$ cat config.mk
export PLATFORM = sky130hd
export DESIGN_NAME = clock_source_fail_monitor
export DESIGN_NICKNAME = d
export VERILOG_FILES = /design/src/rtl/clk_mon_pkg.sv /design/src/rtl/clock_source_fail_monitor.sv
export SDC_FILE = /design/constraint.sdc
export NUM_CORES = 1
export LEC_CHECK = 0
export ABC_AREA = 1
export ABC_CLOCK_PERIOD_IN_PS = 2000
export BUFFER_PORTS_ARGS = -buffer_cell sky130_fd_sc_hd__buf_2
export CAP_MARGIN = 15
export CELL_PAD_IN_SITES_DETAIL_PLACEMENT = 1
export CELL_PAD_IN_SITES_GLOBAL_PLACEMENT = 1
export CORE_MARGIN = 4
export CORE_UTILIZATION = 34
export CTS_CLUSTER_SIZE = 16
export DETAILED_ROUTE_END_ITERATION = 6
export PLACE_DENSITY = 0.79
export SLEW_MARGIN = 10
export SYNTH_ARGS = -nofsm -noshare
export SYNTH_HDL_FRONTEND = slang
export SYNTH_SLANG_ARGS = --single-unit
$ cat constraint.sdc
create_clock -name REF_CLK -period 2 [get_ports REF_CLK]
set_clock_uncertainty 0.2 [all_clocks]
set_input_delay 0.6 -clock REF_CLK [delete_from_list [all_inputs] [get_ports REF_CLK]]
set_output_delay 0.6 -clock REF_CLK [all_outputs]
set_load 0.02 [all_outputs]
$ cat src/rtl/clk_mon_pkg.sv
// constants and types shared by the clock source and fail monitor block
// assumes a 32-bit apb master and 16-bit configuration words
package clk_mon_pkg;

  ////////////////////////////////////////////////////////////////////////
  // register offsets (byte addresses)
  localparam logic [7:0] OFF_CONTROL = 8'h00;
  localparam logic [7:0] OFF_CONFIG = 8'h04;
  localparam logic [7:0] OFF_STATUS = 8'h08;

  ////////////////////////////////////////////////////////////////////////
  // clock source codes
  typedef enum logic [2:0] {
    SRC_FRC = 3'b000,
    SRC_FRC_PLL = 3'b001,
    SRC_POSC = 3'b010,
    SRC_POSC_PLL = 3'b011,
    SRC_SOSC = 3'b100,
    SRC_SLOW_RC = 3'b101,
    SRC_FRC_DIV16 = 3'b110,
    SRC_FRC_DIVN = 3'b111
  } src_t;

  // switch_monitor_config encodings
  localparam logic [1:0] SMC_BOTH = 2'h0;
  localparam logic [1:0] SMC_SWITCH_ONLY = 2'h1;

  typedef enum logic [1:0] {
    ST_BOOT = 2'b00,
    ST_RUN = 2'b01,
    ST_SWITCH = 2'b10
  } state_t;

  ////////////////////////////////////////////////////////////////////////
  // osc_control layout
  typedef struct packed {
    logic rsv15;
    src_t active_source_code;
    logic rsv11;
    src_t requested_source_code;
    logic [1:0] rsv7;
    logic lock;
    logic rsv4;
    logic clock_fail_flag;
    logic rsv2;
    logic crystal2_keep_on;
    logic switch_request;
  } ctl_t;

  // configuration word layout, caught at reset release
  typedef struct packed {
    logic rsv15;
    logic two_speed;
    logic watchdog_en;
    logic wait_lock_enable;
    logic [1:0] rsv10;
    logic [1:0] switch_monitor_config;
    logic rsv7;
    logic [2:0] powerup_delay_select;
    logic rsv3;
    src_t reset_source_select;
  } cfg_t;

  localparam logic [15:0] CFG_MASK = 16'h7377;

  typedef struct packed {
    logic pll;
    logic posc;
    logic fast_internal_rc;
    logic slow_rc_osc;
    logic crystal2;
  } osc_en_t;

  ////////////////////////////////////////////////////////////////////////
  // monitor timing, in slow_rc_osc ticks
  localparam logic [15:0] MONITOR_START_DELAY = 16'h0010;
  localparam logic [15:0] MONITOR_WINDOW = 16'h0004;

endpackage

$ cat src/rtl/clock_source_fail_monitor.sv
// clock source selection, switching and clock fail monitor with apb regs
// assumes oscillator ready, lock and tick inputs synchronous to REF_CLK
//
// The register offsets and the APB interface to the registers are this design's own decisions.
`timescale 1ns/1ps

module clock_source_fail_monitor (
  input wire logic REF_CLK,
  input wire logic RST_B,
  input wire logic PSEL,
  input wire logic PENABLE,
  input wire logic PWRITE,
  input wire logic [7:0] PADDR,
  input wire logic [31:0] PWDATA,
  output logic [31:0] PRDATA,
  output logic PREADY,
  output logic PSLVERR,
  input wire logic [15:0] CONFIG_WORD,
  input wire logic SLEEP,
  input wire logic SYSCLK_ACTIVE,
  input wire logic SLOW_RC_TICK,
  input wire logic POSC_READY,
  input wire logic SOSC_READY,
  input wire logic PLL_LOCK,
  input wire logic POWERUP_DONE,
  output clk_mon_pkg::src_t SYS_SRC,
  output clk_mon_pkg::osc_en_t OSC_EN,
  output logic CLK_FAIL_TRAP
);

  typedef struct packed {
    clk_mon_pkg::state_t state;
    clk_mon_pkg::ctl_t ctl;
    clk_mon_pkg::cfg_t cfg;
    logic powerup;
    logic mon_arm;
    logic [15:0] mon_cnt;
    logic trap;
    clk_mon_pkg::osc_en_t en;
    logic [31:0] prdata;
    logic pready;
    logic pslverr;
  } st_t;

  st_t r;
  st_t n;
  logic sw_en;
  logic mon_en;
  logic busy;
  logic acc;
  logic fin;
  logic tgt_ready;
  logic cur_ready;
  clk_mon_pkg::ctl_t wctl;

  ////////////////////////////////////////////////////////////////////////
  function automatic logic is_frc(input clk_mon_pkg::src_t c);
    is_frc = (c == clk_mon_pkg::SRC_FRC) ||
             (c == clk_mon_pkg::SRC_FRC_PLL) ||
             (c == clk_mon_pkg::SRC_FRC_DIV16) ||
             (c == clk_mon_pkg::SRC_FRC_DIVN);
  endfunction

  function automatic logic is_posc(input clk_mon_pkg::src_t c);
    is_posc = (c == clk_mon_pkg::SRC_POSC) ||
              (c == clk_mon_pkg::SRC_POSC_PLL);
  endfunction

  function automatic logic is_pll(input clk_mon_pkg::src_t c);
    is_pll = (c == clk_mon_pkg::SRC_FRC_PLL) ||
             (c == clk_mon_pkg::SRC_POSC_PLL);
  endfunction

  function automatic logic is_xtal(input clk_mon_pkg::src_t c);
    is_xtal = is_posc(c) || (c == clk_mon_pkg::SRC_SOSC);
  endfunction

  ////////////////////////////////////////////////////////////////////////
  always_comb begin
    n = r;
    n.trap = 1'b0;
    n.pready = 1'b0;
    n.pslverr = 1'b0;
    n.ctl.lock = PLL_LOCK;
    wctl = clk_mon_pkg::ctl_t'(PWDATA[15:0]);
    sw_en = ~r.cfg.switch_monitor_config[1];
    mon_en = (r.cfg.switch_monitor_config == clk_mon_pkg::SMC_BOTH);
    busy = (r.state == clk_mon_pkg::ST_SWITCH);
    acc = PSEL && PENABLE && !r.pready;
    fin = PSEL && PENABLE && r.pready;
    // slow rc needs no start-up wait
    cur_ready = is_posc(r.ctl.active_source_code) ? POSC_READY :
                (r.ctl.active_source_code == clk_mon_pkg::SRC_SOSC) ?
                SOSC_READY : 1'b1;
    tgt_ready = is_posc(r.ctl.requested_source_code) ? POSC_READY :
                (r.ctl.requested_source_code == clk_mon_pkg::SRC_SOSC) ?
                SOSC_READY : 1'b1;
    if (is_pll(r.ctl.requested_source_code) && r.cfg.wait_lock_enable &&
        !PLL_LOCK) begin
      tgt_ready = 1'b0;
    end

    //////////////////////////////////////////////////////////////////////
    // apb: one wait state, read data captured with pready
    if (acc) begin
      n.pready = 1'b1;
      if (PADDR == clk_mon_pkg::OFF_CONTROL) begin
        n.prdata = {16'h0000, r.ctl};
      end else if (PADDR == clk_mon_pkg::OFF_CONFIG) begin
        n.prdata = {16'h0000, r.cfg};
      end else if (PADDR == clk_mon_pkg::OFF_STATUS) begin
        n.prdata = {20'h00000, r.state, r.powerup, r.mon_arm,
                    3'h0, r.en};
      end else begin
        n.prdata = 32'h00000000;
        n.pslverr = 1'b1;
      end
    end
    if (fin && PWRITE && (PADDR == clk_mon_pkg::OFF_CONTROL) &&
        !busy) begin
      n.ctl.crystal2_keep_on = wctl.crystal2_keep_on;
      n.ctl.requested_source_code = wctl.requested_source_code;
      n.ctl.switch_request = wctl.switch_request && sw_en;
      if (!wctl.clock_fail_flag) begin
        n.ctl.clock_fail_flag = 1'b0;
      end
    end

    //////////////////////////////////////////////////////////////////////
    // switch sequencer
    if (POWERUP_DONE) begin
      n.powerup = 1'b0;
    end
    case (r.state)
      clk_mon_pkg::ST_BOOT: begin
        n.cfg = clk_mon_pkg::cfg_t'(CONFIG_WORD & clk_mon_pkg::CFG_MASK);
        n.powerup = (CONFIG_WORD[6:4] != 3'h0);
        n.ctl.requested_source_code = n.cfg.reset_source_select;
        if (n.cfg.two_speed && is_xtal(n.cfg.reset_source_select)) begin
          n.ctl.active_source_code = clk_mon_pkg::SRC_FRC;
          n.ctl.switch_request = 1'b1;
          n.state = clk_mon_pkg::ST_SWITCH;
        end else begin
          n.ctl.active_source_code = n.cfg.reset_source_select;
          n.state = clk_mon_pkg::ST_RUN;
        end
      end
      clk_mon_pkg::ST_RUN: begin
        if (r.ctl.switch_request) begin
          if (r.ctl.requested_source_code ==
              r.ctl.active_source_code) begin
            n.ctl.switch_request = 1'b0;
          end else begin
            n.state = clk_mon_pkg::ST_SWITCH;
          end
        end
      end
      clk_mon_pkg::ST_SWITCH: begin
        if (SLEEP || !r.ctl.switch_request) begin
          n.ctl.switch_request = 1'b0;
          n.state = clk_mon_pkg::ST_RUN;
        end else if (tgt_ready) begin
          n.ctl.active_source_code = r.ctl.requested_source_code;
          n.ctl.switch_request = 1'b0;
          n.mon_arm = 1'b0;
          n.mon_cnt = 16'h0000;
          n.state = clk_mon_pkg::ST_RUN;
        end
      end
      default: begin
        n.state = clk_mon_pkg::ST_BOOT;
      end
    endcase

    //////////////////////////////////////////////////////////////////////
    // fail monitor, timed on slow rc ticks
    if (!mon_en || SLEEP || r.state == clk_mon_pkg::ST_BOOT) begin
      n.mon_arm = 1'b0;
      n.mon_cnt = 16'h0000;
    end else if (!r.mon_arm) begin
      if (!cur_ready) begin
        n.mon_cnt = 16'h0000;
      end else if (!is_xtal(r.ctl.active_source_code) ||
                   r.mon_cnt == clk_mon_pkg::MONITOR_START_DELAY) begin
        n.mon_arm = 1'b1;
        n.mon_cnt = 16'h0000;
      end else if (SLOW_RC_TICK) begin
        n.mon_cnt = r.mon_cnt + 16'h0001;
      end
    end else if (SYSCLK_ACTIVE) begin
      n.mon_cnt = 16'h0000;
    end else if (SLOW_RC_TICK) begin
      n.mon_cnt = r.mon_cnt + 16'h0001;
      if (n.mon_cnt == clk_mon_pkg::MONITOR_WINDOW) begin
        n.trap = 1'b1;
        n.ctl.active_source_code = clk_mon_pkg::SRC_FRC;
        n.ctl.clock_fail_flag = 1'b1;
        n.ctl.switch_request = 1'b0;
        n.state = clk_mon_pkg::ST_RUN;
        n.mon_arm = 1'b0;
        n.mon_cnt = 16'h0000;
      end
    end

    //////////////////////////////////////////////////////////////////////
    // oscillator enables; old and new both on during a switch
    n.en.fast_internal_rc = !SLEEP && (is_frc(r.ctl.active_source_code)
        || (busy && is_frc(r.ctl.requested_source_code)));
    n.en.posc = !SLEEP && (is_posc(r.ctl.active_source_code) ||
        (busy && is_posc(r.ctl.requested_source_code)));
    n.en.pll = !SLEEP && (is_pll(r.ctl.active_source_code) ||
        (busy && is_pll(r.ctl.requested_source_code)));
    n.en.crystal2 = r.ctl.crystal2_keep_on ||
        (!SLEEP && (r.ctl.active_source_code == clk_mon_pkg::SRC_SOSC ||
        (busy && r.ctl.requested_source_code ==
        clk_mon_pkg::SRC_SOSC)));
    if (SLEEP) begin
      n.en.slow_rc_osc = r.cfg.watchdog_en;
    end else begin
      n.en.slow_rc_osc = r.powerup || mon_en ||
          r.cfg.watchdog_en ||
          r.ctl.active_source_code == clk_mon_pkg::SRC_SLOW_RC ||
          (busy && r.ctl.requested_source_code ==
          clk_mon_pkg::SRC_SLOW_RC);
    end
  end

  ////////////////////////////////////////////////////////////////////////
  always_ff @(posedge REF_CLK or negedge RST_B) begin
    if (!RST_B) begin
      r <= '0;
    end else begin
      r <= n;
    end
  end

  assign PRDATA = r.prdata;
  assign PREADY = r.pready;
  assign PSLVERR = r.pslverr;
  assign SYS_SRC = r.ctl.active_source_code;
  assign OSC_EN = r.en;
  assign CLK_FAIL_TRAP = r.trap;
endmodule

# ---- Word-level counts from Yosys, hierarchy flattened
# Cells that the tools add are included.
dict set report word_totals {
  regBits 64
  input_bits 68
  output_inout_bits 43
  elab_cells 184
}
dict set report classes {
  addsub 1
  eq_ne 24
  muxes 73
  bitwise_logic 1
  reduce_logical 60
}
# op n
set op_table {}
lappend op_table {{$mux 17} 5}
lappend op_table {{$mux 16} 4}
lappend op_table {{$mux 18} 2}
lappend op_table {{$mux 1} 35}
lappend op_table {{$mux 15} 2}
lappend op_table {{$mux 3} 10}
lappend op_table {{$eq 3x3->1 const B} 9}
lappend op_table {{$logic_or 1x1->1} 26}
lappend op_table {{$mux 2} 11}
lappend op_table {{$logic_and 1x1->1} 19}
lappend op_table {{$eq 3x2->1 const B} 6}
lappend op_table {{$add 16x1->16 const B} 1}
lappend op_table {{$eq 16x3->1 const B} 1}
lappend op_table {{$eq 16x5->1 const B} 1}
lappend op_table {{$mux 12} 1}
lappend op_table {{$eq 8x3->1 const B} 1}
lappend op_table {{$eq 8x4->1 const B} 1}
lappend op_table {{$logic_not 8->1} 1}
lappend op_table {{$logic_not 1->1} 7}
lappend op_table {{$eq 3x1->1 const B} 2}
lappend op_table {{$logic_not 3->1} 2}
lappend op_table {{$pmux 2 s3} 1}
lappend op_table {{$pmux 3 s2} 1}
lappend op_table {{$logic_not 2->1} 2}
lappend op_table {{other kinds (7)} 8}

# ---- Logic depth before layout (Yosys ltp)
dict set report logic_depth {
  depth_word 14
  ltp_mapped 13
  depth_no_buf 13
}

# ---- Worst setup path before layout
# Ideal clock, no wire load.
dict set report synth_timing {
  path_type {input-to-reg}
  start {in SLOW_RC_TICK}
  end {reg r[45] (netlist name)}
  setup_time_ps 121
  t_arrival_ps 1723
  required_time_ps 1679
  slack_ps -44
  cell_stages 9
  path_buffers 2
  cell_sequence {clkbuf_1 -> nand2_1 -> nor2_1 -> nand3_1 -> nor2_1 -> nand2_1 -> o21ai_4 -> buf_8 -> nor2_2}
}
# element line_no
set synth_rtl {}
lappend synth_rtl {{start, declared} clock_source_fail_monitor.sv:21} ;# input wire logic SLOW_RC_TICK,
lappend synth_rtl {{end signal, assigned} clock_source_fail_monitor.sv:233} ;# r <= n;
lappend synth_rtl {{end, declared} clock_source_fail_monitor.sv:45} ;# st_t r;

==> reports/results.tsv <==
stage	metric	value	unit
status	violations	setup timing	
yosys	ys_ff_latch	63	
worst_setup_path	path_buf_inv	2	
sta	layout_setup_ws	-122	ps
sta	finalCritPeriodShare	106	%
power	powerDensity	1070	nW/um^2
die	die_h	115	um
worst_setup_path	cp_max_fo	8	
worst_setup_path	slowest_stage	dfrtp_2	
worst_setup_path	crit_family	simple AND/OR/NAND/NOR gates	
placed_design	placed_cells	741	
sta	rsz0062_at_grt	true	
worst_hold_path	hold_class	input port to async pin	
die	die_w	115	um
die	die_area	13200	um^2
routing	drtAntennaViolNets	0	
placed_design	dp_hpwl	9200	um
sta	min_period	2120	ps
routing	drc	0	
worst_setup_path	required	2020	ps
sta	final-setup-viol-count	24	
yosys	synth_ff_type	dfrtp_1	
die	start_util	35.3	%
worst_setup_path	worstReg2RegStart	r[41]	
cells_and_area	stdcell_count	764	
routing	drtIter0Drc	131	
clock_network	numCtsBuffers	9	
clock_network	clk_pin_slew	60	ps
yosys	synth_edf_count	0	
grt	grt_pass1_vias	3927	
job	maxCapViolCount	0	
cells_and_area	antenna-diode-count	0	
placed_design	gp_congestion	0.905	
clock_network	cts_tree	done	
die	row_count	38	
cells_and_area	nets	689	
routing	drt-wirelength-per-cell	15.8	um
sta	slew_viol_final	0	
power	p_leak	2.46	nW
placed_design	place_area	4490	um^2
placed_design	port_buffers	61	
grt	track_usage	18.9	%
clock_network	clk_latency	340	ps
yosys	postSynth.asyncResetShare	100	%
sta	fin_hold_ws	70.8	ps
worst_setup_path	critPathLaunchType	flip-flop	
worst_setup_path	r2r_cells	11	
yosys	synthCells	524	
clock_network	holdBufCountCts	0	
sta	timing.fmax	471	MHz
power	vdd.ir_drop.worst	0.505	mV
worst_setup_path	arrival	2140	ps
yosys	yosysWarnings	0	
yosys	yosysSeqAreaShare	40.7	%
worst_setup_path	crit_chain	buf_6 -> nand2_4 -> nor2_4 -> nand2_4 -> o21ai_4 -> nand2_2 -> nor2_2 -> nand2_2 -> o21ai_4 -> buf_8 -> a21oi_1	
yosys	ys_types	37	
clock_network	clock-sinks	63	
worst_setup_path	r2r_slack	-120	ps
clock_network	root_buffer	clkbuf_16	
worst_setup_path	cpPeakStageDelay	410	ps
yosys	postSynthAreaPerCell	7.40	um^2
sta	hold_viol	0	
cells_and_area	utilization	45.4	%
clock_network	cts_buffer_depth	2	
die	boundaryPins	111	
die	core_area	11000	um^2
cells_and_area	syn_to_final_growth	28.5	%
sta	tns	-2350	ps
grt	antenna_found_initial	0	
worst_setup_path	worst-setup-path-type	flip-flop to flip-flop	
routing	firstDrtPassIters	4	
status	status	finished, violations left	
worst_setup_path	critical_path.endpoint_type	flip-flop	
yosys	syn_area	3880	um^2
grt	grt_max_degree	64	
routing	num_vias	3723	
cells_and_area	drive_gt1_share	30.4	%
routing	viasPerCell	4.87	
worst_setup_path	r2r-end	r[53]	
grt	overflow	0	
clock_network	cts_htree_levels	3	
cells_and_area	finalInstanceArea	4980	um^2
grt	grt_pass1_wl	19400	um
routing	drt_wl_total	12000	um
area by class of cell:
| type | instances | area (um^2) |
|---|---|---|
| Clock buffer | 9 | 225 |
| Clock inverter | 7 | 103 |
| Fill cell | 1404 | 6000 |
| Inverter | 72 | 270 |
| Multi-Input combinational cell | 356 | 1860 |
| Sequential cell | 63 | 1580 |
| Tap cell | 140 | 175 |
| Timing Repair Buffer | 117 | 769 |
metal layers:
layer	up-vias	track usage, %	routed length (um)
met5	-	0	0
met4	0	7.51	332
met3	23	2.84	459
li1	1833	-	-
met2	80	35.0	6430
met1	1787	21.7	4820
layout by cell type (no fill, tap or decap), types with 2 or more instances in the layout:
cell | synthesis | routed
a21oi_1 | 27 | 25
a21oi_2 | 0 | 2
a22oi_1 | 3 | 3
a31o_2 | 3 | 3
a31oi_1 | 2 | 2
buf_12 | 0 | 2
buf_2 | 1 | 61
buf_4 | 40 | 51
buf_8 | 1 | 2
bufinv_16 | 0 | 2
clkbuf_16 | 0 | 9
conb_1 | 1 | 18
dfrtp_1 | 63 | 60
dfrtp_2 | 0 | 3
inv_1 | 69 | 68
inv_2 | 3 | 4
inv_6 | 0 | 3
nand2_1 | 115 | 108
nand2_2 | 4 | 9
nand2_4 | 0 | 2
nand3_1 | 43 | 42
nand3_2 | 4 | 3
nand3_4 | 0 | 2
nand4_1 | 10 | 10
nor2_1 | 51 | 45
nor2_2 | 14 | 16
nor2_4 | 3 | 7
nor3_1 | 5 | 5
nor4_1 | 2 | 2
o211ai_1 | 6 | 6
o21ai_0 | 28 | 28
o21ai_4 | 1 | 2
o21bai_1 | 2 | 2
o31ai_1 | 2 | 2
xnor2_1 | 3 | 3
registers in the layout, indices dropped and copies added (netlist names):
register       count
OSC_EN             5
PREADY             1
PSLVERR            1
PRDATA            14
SYS_SRC            3
CLK_FAIL_TRAP      1
r                 38
power breakdown:
part	internal (mW)	switching, mW
Combinational	0.670	1.17
Clock	1.11	0.618
Sequential	1.55	0.196
worst register-to-register path, stage by stage (launching register included):
cell and delay [ps]:
dfrtp_2 410, buf_6 130, nand2_4 50, nor2_4 230
nand2_4 100, o21ai_4 140, nand2_2 80, nor2_2 110
nand2_2 100, o21ai_4 220, buf_8 180, a21oi_1 60
cell families after synthesis:
kind of cell | synth area share (%)
compound gates | 11.8
flops | 40.7
mux | 0.290
xor+xnor | 0.678
buf+inv | 16.0
fa+ha+maj | 0.645
other cells | 0.0967
simple gates | 29.8
worst max path at each step:
| stage | start | to | depth (start not counted) |
|---|---|---|---|
| after floorplan | r[41] | r[45] | 11 |
| after global placement | r[40] | SYS_SRC[0] | 12 |
| after detailed placement | r[40] | r[91] | 12 |
| after CTS | r[41] | r[41] | 12 |
| after global routing | r[41] | r[41] | 11 |
| final | r[41] | r[53] | 11 |
Yosys cell counts, drive strengths merged (3+ instances only):
master / n / share of area, %
inv: 72 / 7.0
o211ai: 6 / 1.2
nand3: 47 / 6.6
nor3: 6 / 1.1
dfrtp: 63 / 41
buf: 42 / 8.3
clkbuf: 8 / 0.77
a31o: 3 / 0.68
a21oi: 27 / 3.5
a22oi: 3 / 0.58
o21ai: 30 / 4.2
nand2: 119 / 12
nand4: 10 / 1.6
nor2: 68 / 8.1
xnor2: 3 / 0.68
metrics by stage:
step | setup WS [ps] | power, mW
global placement | -120 | 3.50
CTS | -157 | 5.38
detailed placement | -197 | 3.57
floorplan | 17.7 | 2.94
finish | -122 | 5.31
global route | -237 | 5.66
repair_timing:
action	CTS	global route
endpoints found under the setup margin	25	25
pin swaps	7	11
buffers inserted	4	4
resized for setup	14	21
gates cloned	1	0
(Power assumes the default switching activity.)
